<file path="config.mk">
export PLATFORM = sky130hd
export DESIGN_NAME = oss_top
export DESIGN_NICKNAME = d
export VERILOG_FILES = /design/src/rtl/oss_pkg.sv /design/src/rtl/oss_seg_sel.sv /design/src/rtl/oss_size_dec.sv /design/src/rtl/oss_top.sv
export SDC_FILE = /design/constraint.sdc
export NUM_CORES = 1
export LEC_CHECK = 0
export BUFFER_PORTS_ARGS = -buffer_cell sky130_fd_sc_hd__buf_2
export CORE_AREA = 4 4 398 400
export CTS_CLUSTER_DIAMETER = 80
export DETAILED_ROUTE_END_ITERATION = 8
export DIE_AREA = 0 0 402 404
export PLACE_DENSITY = 0.37
export SYNTH_ARGS = -nofsm -noshare
export SYNTH_HDL_FRONTEND = slang
export SYNTH_SLANG_ARGS = --single-unit
</file>
<file path="constraint.sdc">
create_clock -name CLK_SYS_IN -period 1.13 [get_ports CLK_SYS_IN]
set_input_delay 0.0565 -clock CLK_SYS_IN [delete_from_list [all_inputs] [get_ports CLK_SYS_IN]]
set_output_delay 0.0565 -clock CLK_SYS_IN [all_outputs]
set_load 0.01 [all_outputs]
</file>
<file path="src/rtl/oss_pkg.sv">
// Purpose: shared constants and carrier types for the operand size and segment select decoder
// Assumes: one core clock, decode results registered once
// Notes: size codes are small enumerations, segment codes index the segment base table
package oss_pkg;
  // execution modes
  typedef enum logic [2:0] {
    OSS_MODE_REAL   = 3'h1,
    OSS_MODE_PROT   = 3'h2,
    OSS_MODE_LONG   = 3'h4
  } oss_mode_e;

  // effective sizes
  typedef enum logic [1:0] {
    OSS_SZ_16 = 2'h0,
    OSS_SZ_32 = 2'h1,
    OSS_SZ_64 = 2'h2
  } oss_size_e;

  // segment register codes, also the override prefix payload
  typedef enum logic [2:0] {
    OSS_SEG_EXTRA = 3'h0,
    OSS_SEG_CODE  = 3'h1,
    OSS_SEG_STACK = 3'h2,
    OSS_SEG_DATA  = 3'h3,
    OSS_SEG_AUXA  = 3'h4,
    OSS_SEG_AUXB  = 3'h5
  } oss_seg_e;

  // reference kinds
  typedef enum logic [2:0] {
    OSS_REF_FETCH = 3'h0,
    OSS_REF_PUSHPOP = 3'h1,
    OSS_REF_DATA  = 3'h2,
    OSS_REF_STRDST = 3'h3,
    OSS_REF_NONE  = 3'h4
  } oss_ref_e;

  // register extension prefix field positions (4-bit payload)
  localparam int unsigned REXT_W_BIT = 3;
  localparam int unsigned REXT_R_BIT = 2;
  localparam int unsigned REXT_X_BIT = 1;
  localparam int unsigned REXT_B_BIT = 0;

  // general register numbers with special meaning
  localparam logic [3:0] REG_ACC = 4'h0;
  localparam logic [3:0] REG_PAIR_HIGH = 4'h2;
  localparam logic [3:0] REG_STACK_PTR = 4'h4;
  localparam logic [3:0] REG_FRAME_PTR = 4'h5;

  // arithmetic op classes
  localparam logic [3:0] OP_UDIV = 4'hE;
  localparam logic [3:0] OP_SDIV = 4'hF;

  // immediate limit: largest unsigned doubleword
  localparam logic [63:0] IMM_LIMIT = 64'h0000_0000_FFFF_FFFF;

  // reset values of outputs
  localparam logic [1:0] RST_SIZE = 2'h1;
  localparam logic [2:0] RST_SEG = 3'h3;

  // one instruction's prefix and operand summary
  typedef struct packed {
    logic       valid;
    logic       opsize_pfx;    // operand-size override byte present
    logic       adsize_pfx;    // address-size override byte present
    logic       rext_pfx;      // register extension prefix present
    logic [3:0] rext_bits;     // its 4-bit payload
    logic       vec_mandatory; // override byte used as vector opcode extension
    logic       seg_ovr;       // segment override prefix present
    oss_seg_e seg_ovr_sel;
    oss_ref_e ref_kind;
    logic       base_used;
    logic [3:0] base_reg;
    logic       byte_reg;      // operand is a byte register
    logic [3:0] byte_reg_num;
    logic [3:0] arith_op;
    logic       is_arith;
    logic       imm_present;
    logic [63:0] imm_value;
  } oss_instr_s;

  // mode state
  typedef struct packed {
    oss_mode_e  mode;
    logic       cs_long;   // long-mode flag of the code segment descriptor
    logic       cs_dflag;  // default-size flag of the code segment descriptor
  } oss_modest_s;

  // decode result
  typedef struct packed {
    oss_size_e op_size;
    oss_size_e ad_size;
    oss_seg_e seg;
    logic       seg_base_zero;
    logic       imm_ok;
    logic       byte_reg_ok;
    logic       byte_high;   // byte register maps to the legacy high byte
  } oss_result_s;
endpackage

</file>
<file path="src/rtl/oss_seg_sel.sv">
// Purpose: default segment choice and override filtering
// Assumes: combinational, one memory reference per instruction
// Notes: the auxiliary segments keep their base in 64-bit mode
`timescale 1ns/1ps
module oss_seg_sel (
  input wire oss_pkg::oss_instr_s instr_in,   // current instruction
  input wire logic sixty_four_in,             // 64-bit mode active
  output oss_pkg::oss_seg_e seg_out,          // segment used
  output logic base_zero_out                  // segment base forced to zero
);
  oss_pkg::oss_seg_e dflt;
  logic stack_base;

  assign stack_base = instr_in.base_used &
                      (instr_in.base_reg == oss_pkg::REG_STACK_PTR ||
                       instr_in.base_reg == oss_pkg::REG_FRAME_PTR);

  // default segment by reference type
  always_comb begin
    unique case (instr_in.ref_kind)
      oss_pkg::OSS_REF_FETCH: dflt = oss_pkg::OSS_SEG_CODE;
      oss_pkg::OSS_REF_PUSHPOP: dflt = oss_pkg::OSS_SEG_STACK;
      oss_pkg::OSS_REF_STRDST: dflt = oss_pkg::OSS_SEG_EXTRA;
      default: dflt = stack_base ? oss_pkg::OSS_SEG_STACK : oss_pkg::OSS_SEG_DATA;
    endcase
  end

  // overrides only touch plain data references
  always_comb begin
    seg_out = dflt;
    if (instr_in.seg_ovr && instr_in.ref_kind == oss_pkg::OSS_REF_DATA) begin
      seg_out = instr_in.seg_ovr_sel;
    end
  end

  // flat model in 64-bit mode apart from the two auxiliary segments
  assign base_zero_out = sixty_four_in &
                         (seg_out != oss_pkg::OSS_SEG_AUXA) &
                         (seg_out != oss_pkg::OSS_SEG_AUXB);
endmodule // oss_seg_sel

</file>
<file path="src/rtl/oss_size_dec.sv">
// Purpose: effective operand and address size from mode and prefixes
// Assumes: purely combinational, inputs stable within the cycle
// Notes: per-instruction only; nothing here holds state between instructions
`timescale 1ns/1ps
module oss_size_dec (
  input wire oss_pkg::oss_instr_s instr_in,    // current instruction
  input wire oss_pkg::oss_modest_s modest_in,  // mode state
  output oss_pkg::oss_size_e op_size_out,      // effective operand size
  output oss_pkg::oss_size_e ad_size_out       // effective address size
);
  logic wide_operand_bit;
  logic sixty_four;
  logic opsz_eff;

  // vector mandatory bytes never count as operand-size override
  assign opsz_eff = instr_in.opsize_pfx & ~instr_in.vec_mandatory;
  assign wide_operand_bit = instr_in.rext_pfx &
                            instr_in.rext_bits[oss_pkg::REXT_W_BIT];
  assign sixty_four = (modest_in.mode == oss_pkg::OSS_MODE_LONG) & modest_in.cs_long;

  // size table, fresh per instruction so overrides never linger
  always_comb begin
    op_size_out = oss_pkg::OSS_SZ_16;
    ad_size_out = oss_pkg::OSS_SZ_16;
    if (sixty_four) begin
      if (wide_operand_bit) begin
        op_size_out = oss_pkg::OSS_SZ_64;
      end else if (opsz_eff) begin
        op_size_out = oss_pkg::OSS_SZ_16;
      end else begin
        op_size_out = oss_pkg::OSS_SZ_32;
      end
      // never 16-bit addressing here
      ad_size_out = instr_in.adsize_pfx ? oss_pkg::OSS_SZ_32 : oss_pkg::OSS_SZ_64;
    end else begin
      // legacy and compatibility: default flag toggled by each override byte
      if (modest_in.mode != oss_pkg::OSS_MODE_REAL && modest_in.cs_dflag) begin
        op_size_out = opsz_eff ? oss_pkg::OSS_SZ_16 : oss_pkg::OSS_SZ_32;
        ad_size_out = instr_in.adsize_pfx ? oss_pkg::OSS_SZ_16 : oss_pkg::OSS_SZ_32;
      end else begin
        op_size_out = opsz_eff ? oss_pkg::OSS_SZ_32 : oss_pkg::OSS_SZ_16;
        ad_size_out = instr_in.adsize_pfx ? oss_pkg::OSS_SZ_32 : oss_pkg::OSS_SZ_16;
      end
    end
  end
endmodule // oss_size_dec

</file>
<file path="src/rtl/oss_top.sv">
// Purpose: operand size and segment select decoder for the core front end
// Assumes: instruction summary arrives pre-parsed, one per cycle when valid
// Notes: all results registered; one cycle from valid input to valid output
//
// Summary of operation
// - 64-bit mode with no prefix: 64-bit address, 32-bit operand.
// - 64-bit mode never gives 16-bit addressing; override gives 32.
// - in 64-bit mode, wide operand bit forces a 64-bit operand.
// - wide operand bit beats the operand-size override byte.
// - 64-bit mode override byte alone gives a 16-bit operand.
// - address override in 64-bit mode gives 32-bit addressing, per instruction.
// - 64-bit table only when code segment long flag is set.
// - vector mandatory extension bytes do not interact with wide bit.
// - extension prefix holds a 4-bit field, one bit is wide operand.
// - arithmetic except divides accept immediates up to doubleword limit.
// - register pair: first register high half, second low half.
// - stack segment for push, pop and stack or frame pointer base.
// - fetch uses code, data uses data, string destination uses extra.
// - segment override prefix replaces the default data segment.
// - overrides ignored for fetch, string destination and push or pop.
// - explicit selector is 16 bits from memory or register.
// - far pointer: offset from first doubleword, selector from next word.
// - offsets are 16 or 32 bits legacy, up to 64 in 64-bit mode.
// - compatibility mode segments behave as legacy protected mode.
// - 64-bit mode code, data, extra, stack bases read as zero.
// - 64-bit mode auxiliary segments keep their base.
// - new low byte regs need the prefix; high byte regs need none.
// - overrides affect only their own instruction.
`timescale 1ns/1ps
module oss_top #(
  parameter int unsigned ADDR_W = 64  // linear address width
) (
  input wire logic CLK_SYS_IN,                       // 20 MHz core clock
  input wire logic NRST_IN,                          // async reset, active low
  input wire oss_pkg::oss_instr_s INSTR_IN,          // parsed instruction
  input wire oss_pkg::oss_modest_s MODE_IN,          // execution mode state
  input wire logic [ADDR_W-1:0] EADDR_IN,            // effective address
  input wire logic [ADDR_W-1:0] SEG_BASE_IN [6],     // segment bases by code
  input wire logic [63:0] PAIR_HIGH_IN,              // first register of a pair
  input wire logic [63:0] PAIR_LOW_IN,               // second register of a pair
  input wire logic [47:0] FAR_PTR_IN,                // far pointer bytes from memory
  input wire logic SEL_FROM_MEM_IN,                  // explicit selector source is memory
  input wire logic [15:0] SEL_MEM_IN,                // selector word from memory
  input wire logic [15:0] SEL_REG_IN,                // selector from 16-bit register
  output logic VALID_OUT,                            // result valid
  output oss_pkg::oss_result_s RESULT_OUT,           // sizes and segment
  output logic [ADDR_W-1:0] LADDR_OUT,               // linear address
  output logic [127:0] PAIR_OUT,                     // combined register pair
  output logic [31:0] FAR_OFS_OUT,                   // far pointer offset
  output logic [15:0] FAR_SEL_OUT,                   // far pointer selector
  output logic [15:0] SEL_OUT                        // explicit selector
);
  oss_pkg::oss_size_e op_size;
  oss_pkg::oss_size_e ad_size;
  oss_pkg::oss_seg_e seg;
  logic base_zero;
  logic sixty_four;
  logic imm_ok;
  logic byte_ok;
  logic byte_high;
  logic [ADDR_W-1:0] eaddr_cut;
  logic [ADDR_W-1:0] base_sel;

  // mask an address to the effective address size
  function automatic logic [ADDR_W-1:0] addr_mask(input logic [ADDR_W-1:0] a,
                                                  input oss_pkg::oss_size_e s);
    logic [ADDR_W-1:0] r;
    r = a;
    if (s == oss_pkg::OSS_SZ_16) begin
      r = {{(ADDR_W-16){1'b0}}, a[15:0]};
    end else if (s == oss_pkg::OSS_SZ_32) begin
      r = {{(ADDR_W-32){1'b0}}, a[31:0]};
    end
    return r;
  endfunction

  assign sixty_four = (MODE_IN.mode == oss_pkg::OSS_MODE_LONG) & MODE_IN.cs_long;

  oss_size_dec u_size (
    .instr_in(INSTR_IN),
    .modest_in(MODE_IN),
    .op_size_out(op_size),
    .ad_size_out(ad_size)
  );

  oss_seg_sel u_seg (
    .instr_in(INSTR_IN),
    .sixty_four_in(sixty_four),
    .seg_out(seg),
    .base_zero_out(base_zero)
  );

  // immediates: divides refused, magnitude capped at the doubleword limit
  always_comb begin
    imm_ok = 1'b1;
    if (INSTR_IN.is_arith && INSTR_IN.imm_present) begin
      imm_ok = (INSTR_IN.arith_op != oss_pkg::OP_UDIV) &&
               (INSTR_IN.arith_op != oss_pkg::OP_SDIV) &&
               (INSTR_IN.imm_value <= oss_pkg::IMM_LIMIT);
    end
  end

  // byte register legality: numbers 4..7 change meaning with the prefix
  always_comb begin
    byte_ok = 1'b1;
    byte_high = 1'b0;
    if (INSTR_IN.byte_reg) begin
      if (INSTR_IN.rext_pfx) begin
        byte_ok = 1'b1; // low bytes of index, pointer and upper regs
      end else begin
        byte_ok = (INSTR_IN.byte_reg_num < 4'h8); // upper regs need the prefix
        byte_high = (INSTR_IN.byte_reg_num >= oss_pkg::REG_STACK_PTR) &&
                    (INSTR_IN.byte_reg_num < 4'h8);
      end
    end
  end

  // linear address: base suppressed in the flat model, offset cut to size
  assign eaddr_cut = addr_mask(EADDR_IN, ad_size);
  assign base_sel = base_zero ? '0 : SEG_BASE_IN[seg];

  // valid pipeline; nothing of the prefixes is kept past this stage
  always_ff @(posedge CLK_SYS_IN or negedge NRST_IN) begin
    if (!NRST_IN) begin
      VALID_OUT <= 1'b0;
    end else begin
      VALID_OUT <= INSTR_IN.valid;
    end
  end

  // decode result register, reloaded every instruction
  always_ff @(posedge CLK_SYS_IN or negedge NRST_IN) begin
    if (!NRST_IN) begin
      RESULT_OUT <= '{op_size: oss_pkg::oss_size_e'(oss_pkg::RST_SIZE),
                      ad_size: oss_pkg::oss_size_e'(oss_pkg::RST_SIZE),
                      seg: oss_pkg::oss_seg_e'(oss_pkg::RST_SEG),
                      seg_base_zero: 1'b0, imm_ok: 1'b1,
                      byte_reg_ok: 1'b1, byte_high: 1'b0};
      LADDR_OUT <= '0;
    end else if (INSTR_IN.valid) begin
      RESULT_OUT <= '{op_size: op_size, ad_size: ad_size, seg: seg,
                      seg_base_zero: base_zero, imm_ok: imm_ok,
                      byte_reg_ok: byte_ok, byte_high: byte_high};
      LADDR_OUT <= addr_mask(base_sel + eaddr_cut,
                             sixty_four ? oss_pkg::OSS_SZ_64 : oss_pkg::OSS_SZ_32);
    end
  end

  // register pair join: first-named register is the high half
  always_ff @(posedge CLK_SYS_IN or negedge NRST_IN) begin
    if (!NRST_IN) begin
      PAIR_OUT <= '0;
    end else begin
      PAIR_OUT <= {PAIR_HIGH_IN, PAIR_LOW_IN};
    end
  end

  // far pointer split: low doubleword offset, following word selector
  always_ff @(posedge CLK_SYS_IN or negedge NRST_IN) begin
    if (!NRST_IN) begin
      FAR_OFS_OUT <= '0;
      FAR_SEL_OUT <= '0;
    end else begin
      FAR_OFS_OUT <= FAR_PTR_IN[31:0];
      FAR_SEL_OUT <= FAR_PTR_IN[47:32];
    end
  end

  // explicit selector, always 16 bits wide whatever the operand size
  always_ff @(posedge CLK_SYS_IN or negedge NRST_IN) begin
    if (!NRST_IN) begin
      SEL_OUT <= '0;
    end else begin
      SEL_OUT <= SEL_FROM_MEM_IN ? SEL_MEM_IN : SEL_REG_IN;
    end
  end
endmodule // oss_top

</file>
==> metrics.cfg, run 1 <==
[critical_path]
critPathBufInv = 4
arrival_ns = 4.22
r2r_start = RESULT_OUT[1]$_DFFE_PN1P_
crit_chain = buf_6 -> nor2b_4 -> o21ai_2 -> o21a_4 -> buf_12 -> buf_12 -> buf_12 -> mux4_2 -> nand2_1 -> o21ai_1 -> ha_1 -> nand2_2 -> or3_4 -> a2111o_1 -> a21boi_4 -> o21ai_4 -> a21o_1 -> o311a_1 -> a221o_1
crit_path_max_fanout = 8
worstPathRequired_ns = 1.58
critPathMaxStageDelay_ns = 0.50
critPathTopFamily = compound AO/OA/AOI/OAI gates
cp_common_cell = buf_12
endpoint_kind = register
crit_type = input pin to register
crit_start = INSTR_IN[81]
slowest_stage = mux4_2
start_kind = input pin
ff2ff_setup_slack_ns = 0.04
r2r_cells = 4
r2r-end = RESULT_OUT[1]$_DFFE_PN1P_

[yosys]
synth_cell_types = 77
synth_compound_area_share_pct = 15.5
syn_inst = 1397
yosysSeqAreaShare_pct = 44.5
syn_area_mm2 = 0.0151
synth-main-ff-cell = dfrtp_1
synth_top_family_by_area = multiplexers
synth-xor-area-share_pct = 2.55
yosys-top-cells-area = dfrtp_1 (43%), mux4_2 (9.4%), ha_1 (5.2%), mux2i_1 (4.4%), o21ai_0 (3.8%)
synthArstFlopShare_pct = 100
netlist.area_leader.share_pct = 43.5
synth_top_cells_by_count = dfrtp_1 (262), nand2_1 (141), o21ai_0 (116), a21oi_1 (93), mux2i_1 (67)
postSynthAreaPerCell_um2 = 10.8
yosys.area_share.adder_pct = 5.36
yosys_warnings = 0
yosys_register_bits = 268
yosys.area_share.simple_pct = 12.1
syn-num-nets = 2221
synth_area_leader_cell = dfrtp_1
yosysMostFrequentCell = dfrtp_1
synth-edff-count = 0
synthMuxAreaShare_pct = 17.1

[floorplanning]
die_area_mm2 = 0.162
die_w_um = 402
initial_core_util_pct = 9.71
die_h_um = 404
row_count = 145
ios = 1028
core_mm2 = 0.155

[power]
power.internal_uw = 27000
pwr-share-seq_pct = 27.7
power_switching_share_pct = 32.6
switchingPower_uw = 13100
p_per_area_mw_per_mm2 = 1220
pwr-share-clk_pct = 34.7
combPwrFrac_pct = 37.6
peakVddDrop_v = 0.000740
leakagePower_uw = 0.0156

[timing]
hold_slack_ns = -0.149
setup_tns_ns = -148.82
setup_violations = 298
slew_viol_final = 0
min_period_over_period_pct = 334
finalCriticalPeriod_ns = 3.77
worstMarginPinSlew_ns = 0.815
hold_viol = 3
fin_ws_ns = -2.64
rsz0062_at_grt = yes
fin_skew_ns = 0
fmax_mhz = 265
max_slew_margin_pct = 45.6

[final_layout]
instances_no_fill = 5193
final_util_pct = 21.2
fillers = 17200
area_growth_pct = 118
drive_above_1_share_pct = 59.7
final_nets = 3915

[placement]
dpl_worst_slack_ns = -3.64
dp_cells = 4757
port_buffers = 988
dp_hpwl_mm = 104
gp_congestion = 0.832

[grt]
grtUsageTotal_pct = 14.5
antenna_found_initial = 54
grt.overflow.total = 0
grt_max_degree = 36
grt_first_pass_wirelength_mm = 162
grt_pass1_vias = 19800

[routing]
drtAntennaViolNets = 0
via_per_inst = 3.51
drt-total-wl_mm = 123
routed-via-count = 18300
drc = 0
drtIter0Drc = 776
first_pass_iters = 5
routedWlPerCell_um = 23.6

[clock_tree]
postCtsHoldBufs = 236
cts_max_level = 2
cts_buffer_depth = 3
numCtsBuffers = 43
cts_root_buffer = clkbuf_16
clock_latency_ns = 0.60
numClockSinks = 268
cts_tree = yes
clk_pin_slew_ns = 0.05

[job]
cap_violations = 0

[hold_path]
hp-class = input pin to register
holdPathStages = 3
min_from = EADDR_IN[0]
worst_hold_path.endpoint = LADDR_OUT[0]$_DFFE_PN0P_

[run_status]
status = complete, but fails checks
violations = hold timing, setup timing

[layer usage]
metal,vias to the layer above,part of all wire (%),global-route usage [%]
li1,8575,-,-
met1,8872,40,17.0
met2,647,50,25.7
met3,141,7.6,4.44
met4,18,2.8,3.48
met5,-,0.085,0
[sequential cells by signal, indices dropped and copies added, names as in the netlist]
name and cells:
PAIR_OUT 128, LADDR_OUT 64, FAR_OFS_OUT 32, FAR_SEL_OUT 16, SEL_OUT 16, RESULT_OUT 11, VALID_OUT 1
[layout by cell type (no fill, tap or decap), drive strengths merged, types with 5 or more instances in the layout]
cell         count
o31ai            9
a31o             5
nor3            18
xor2            18
and3            10
o21bai          12
mux4            63
mux2i           67
a211oi           8
nand2b           7
mux2            44
and2            36
a21o            33
dfstp            6
o211ai           6
nor2b           24
nor4            13
o21ai          121
inv             32
diode           11
xnor2           26
or3             12
a21boi           7
o21a            10
nand4           31
a22o            14
clkinv           9
clkbuf          56
buf           1496
nor2            53
dfrtp          262
dlygate4sd3    233
ha              63
nand2          141
a31oi            5
a21oi           93
nand3           18
[power by group through the flow]
stage | clock [µW] | combinational [µW] | sequential, µW
2_1_floorplan | 0 | 4100 | 11500
3_3_place_gp | 0 | 11600 | 11100
3_5_place_dp | 0 | 11600 | 11100
4_1_cts | 14600 | 14800 | 11100
5_1_grt | 14900 | 16200 | 11200
6_report | 13900 | 15100 | 11100
[worst min-delay path, delay by kind of cell]
family	cells	cell delay (ns)
mux	1	0.13
fa+ha+maj	1	0.14
buf+inv	1	0.09
[what timing repair did]
| action | CTS | global route |
|---|---|---|
| gates resized for setup | 534 | 108 |
| buffers inserted | 90 | 31 |
| endpoints found under the setup margin | 332 | 346 |
| pin swaps | 92 | 57 |
| gates cloned | 3 | 0 |
| hold endpoints to repair | 477 | 4 |
[kinds of logic (layout without fill, tap and decap cells)]
group / after synthesis / after routing
and+or+nand+nor: 373 / 373
AOI/OAI and AO/OA: 366 / 366
DFF: 268 / 268
muxes: 174 / 174
buffers and inverters: 108 / 1835
adders and majority gates: 64 / 64
xor gates and xnor gates: 44 / 44
other: 0 / 11
[layout make-up]
type	instances	area (µm²)	area share, %
Antenna cell	11	27.5	0.0836
Clock buffer	56	1180	3.60
Clock inverter	22	289	0.878
Inverter	25	95.1	0.289
Multi-Input combinational cell	1021	9070	27.6
Sequential cell	268	6720	20.4
Tap cell	2058	2570	7.82
Timing Repair Buffer	1732	12900	39.3
[how the worst max path moves through the flow]
stage                                      to  slack (ns)  cells past startpoint
global placement    LADDR_OUT[57]$_DFFE_PN0P_       -3.56                     19
CTS                 LADDR_OUT[61]$_DFFE_PN0P_       -2.57                     19
global route        LADDR_OUT[58]$_DFFE_PN0P_       -2.73                     21
finish              LADDR_OUT[61]$_DFFE_PN0P_       -2.64                     19
floorplan           LADDR_OUT[61]$_DFFE_PN0P_       -2.81                     19
detailed placement  LADDR_OUT[58]$_DFFE_PN0P_       -3.64                     21
[metrics by stage]
stage	cell area, µm²	hold slack [ns]	power [µW]
2_1_floorplan	15200	-0.239	15600
3_3_place_gp	25700	0.0195	22700
3_5_place_dp	25700	0.0165	22700
4_1_cts	32300	-0.203	40500
5_1_grt	32900	-0.170	42300
6_report	32900	-0.149	40100
Note: power is estimated with default switching activity, not from simulation.
==> run 2: changes to the inputs <==
BUFFER_PORTS_ARGS = not set   (was -buffer_cell sky130_fd_sc_hd__buf_2)
CORE_AREA = 4 4 400 402   (was 4 4 398 400)
DIE_AREA = 0 0 404 406   (was 0 0 402 404)
DONT_BUFFER_PORTS = 1   (was not set)
PLACE_DENSITY = 0.31   (was 0.37)
==> run 2 against run 1 <==
Against the previous run: the flow still finishes with violations (hold timing, setup timing); routed wire length decreased by 2.3%; total power fell by 2.4%; design area fell by 11%; critical path depth is the same; critical endpoint unchanged.
==> metrics.cfg, run 2 (same netlist as run 1, synthesis figures left out) <==
[timing]
finalCriticalPeriod_ns = 3.68
setup_violations = 182
setup_tns_ns = -139.97
worstMarginPinSlew_ns = 1.07
max_slew_margin_pct = 28.1
hold_viol = 287
fmax_mhz = 272
fin_skew_ns = 0
min_period_over_period_pct = 326
slew_viol_final = 0
hold_slack_ns = -0.883
fin_ws_ns = -2.55
rsz0062_at_grt = yes

[final_layout]
final_cell_mix = dlygate4sd3_1 (408), buf_4 (357), dfrtp_1 (187)
final_nets = 3095
fillers = 17100
final_util_pct = 18.8
area_growth_pct = 94.0
ff_latch_area_mm2 = 0.00681
reg_top3 = PAIR_OUT x128, LADDR_OUT x64, FAR_OFS_OUT x32
multiInputGateArea_mm2 = 0.00938
mostFrequentLayoutCell = dlygate4sd3_1
top_register = PAIR_OUT
largest_reg_flops = 128
drive_above_1_share_pct = 42.5

[critical_path]
arrival_ns = 4.20
slowest_stage = a2111o_1
critPathMaxStageDelay_ns = 0.48
crit_path_max_fanout = 5
critPathTopFamily = compound AO/OA/AOI/OAI gates
crit_type = input pin to register
endpoint_kind = register
crit_chain = nor4bb_4 -> o21ai_2 -> o21a_4 -> buf_12 -> buf_16 -> buf_6 -> mux4_2 -> nand2_2 -> o21ai_1 -> ha_1 -> and4_4 -> nand3_2 -> a31o_4 -> a2111o_1 -> a21boi_4 -> o21ai_4 -> a21o_1 -> o311a_1 -> a221o_1
critPathBufInv = 3
start_kind = input pin
worstPathRequired_ns = 1.65

[grt]
antenna_found_initial = 64
grt_first_pass_wirelength_mm = 155
grt_max_degree = 269
grtUsageTotal_pct = 13.8
grt.overflow.total = 0
grt_pass1_vias = 17300

[routing]
drc = 0
drt-total-wl_mm = 120
via_per_inst = 3.57
routedWlPerCell_um = 27.3
drtAntennaViolNets = 0
routed-via-count = 15700
first_pass_iters = 5
drtIter0Drc = 930

[floorplanning]
die_w_um = 404
die_h_um = 406
row_count = 145
die_area_mm2 = 0.164
initial_core_util_pct = 9.67
core_mm2 = 0.156
ios = 1028

[placement]
gp_congestion = 0.850
port_buffers = 0
dp_hpwl_mm = 96.3
dpl_worst_slack_ns = -3.83

[run_status]
violations = hold timing, setup timing
status = complete, but fails checks

[clock_tree]
cts_tree = yes
clk_pin_slew_ns = 0.06
numCtsBuffers = 46
clock_latency_ns = 0.59
numClockSinks = 268
cts_max_level = 2
cts_buffer_depth = 3
cts_root_buffer = clkbuf_16

[hold_path]
hp-class = input pin to asynchronous set/reset pin

[power]
combPwrFrac_pct = 32.1
leakagePower_uw = 0.0121
pwr-share-seq_pct = 29.9
power_switching_share_pct = 33.9
pwr-share-clk_pct = 37.9
switchingPower_uw = 13300
p_per_area_mw_per_mm2 = 1340
power.internal_uw = 25900
peakVddDrop_v = 0.00108

[job]
cap_violations = 0

run 2: power by group through the flow:
stage | logic, µW | registers [µW] | clock network, µW
detailed placement | 8730 | 11800 | 0
CTS | 12000 | 11800 | 15700
finish | 12600 | 11700 | 14900
floorplan | 4100 | 11500 | 0
global placement | 8740 | 11800 | 0
global route | 13500 | 11800 | 16000
run 2: layer usage:
metal / track usage, % / routed length, µm / up-vias
met5: 0 / 288 / -
met4: 4.79 / 4510 / 48
met3: 6.24 / 11900 / 186
met2: 23.5 / 58200 / 742
met1: 15.3 / 45000 / 7729
li1: - / - / 6969
run 2: cell type report:
type / count / share of cell area (%)
Antenna cell: 24 / 0.205
Clock buffer: 50 / 4.02
Clock inverter: 35 / 1.35
Inverter: 25 / 0.325
Multi-Input combinational cell: 1021 / 32.1
Sequential cell: 268 / 23.3
Tap cell: 2058 / 8.80
Timing Repair Buffer: 909 / 30.0
run 2: timing repair:
action	CTS	global route
setup buffers	77	32
setup endpoints to repair	332	335
hold buffers	404	7
pin swaps	116	63
hold endpoints to repair	531	298
cloned	5	1
gates resized for setup	405	98
run 2: path summary, 6_finish.rpt:
check / startpoint / cells after the start / end / slack, ns
max in group asynchronous: NRST_IN / 0 / LADDR_OUT[8]$_DFFE_PN0P_ / 1.25
min in group CLK_SYS_IN: EADDR_IN[0] / 2 / LADDR_OUT[0]$_DFFE_PN0P_ / -0.27
min: NRST_IN / 0 / PAIR_OUT[86]$_DFF_PN0_ / -0.88
max reg2reg: LADDR_OUT[53]$_DFFE_PN0P_ / 2 / LADDR_OUT[53]$_DFFE_PN0P_ / 0.11
min reg2reg: RESULT_OUT[7]$_DFFE_PN1P_ / 2 / RESULT_OUT[7]$_DFFE_PN1P_ / 0.50
max: INSTR_IN[76] / 19 / LADDR_OUT[61]$_DFFE_PN0P_ / -2.55
run 2: metrics by stage:
stage,cells,area [µm²],power (µW)
detailed placement,3768,20700,20600
global route,4372,29200,41200
floorplan,1397,15200,15600
finish,4390,29300,39200
global placement,3768,20700,20600
CTS,4332,28400,39400
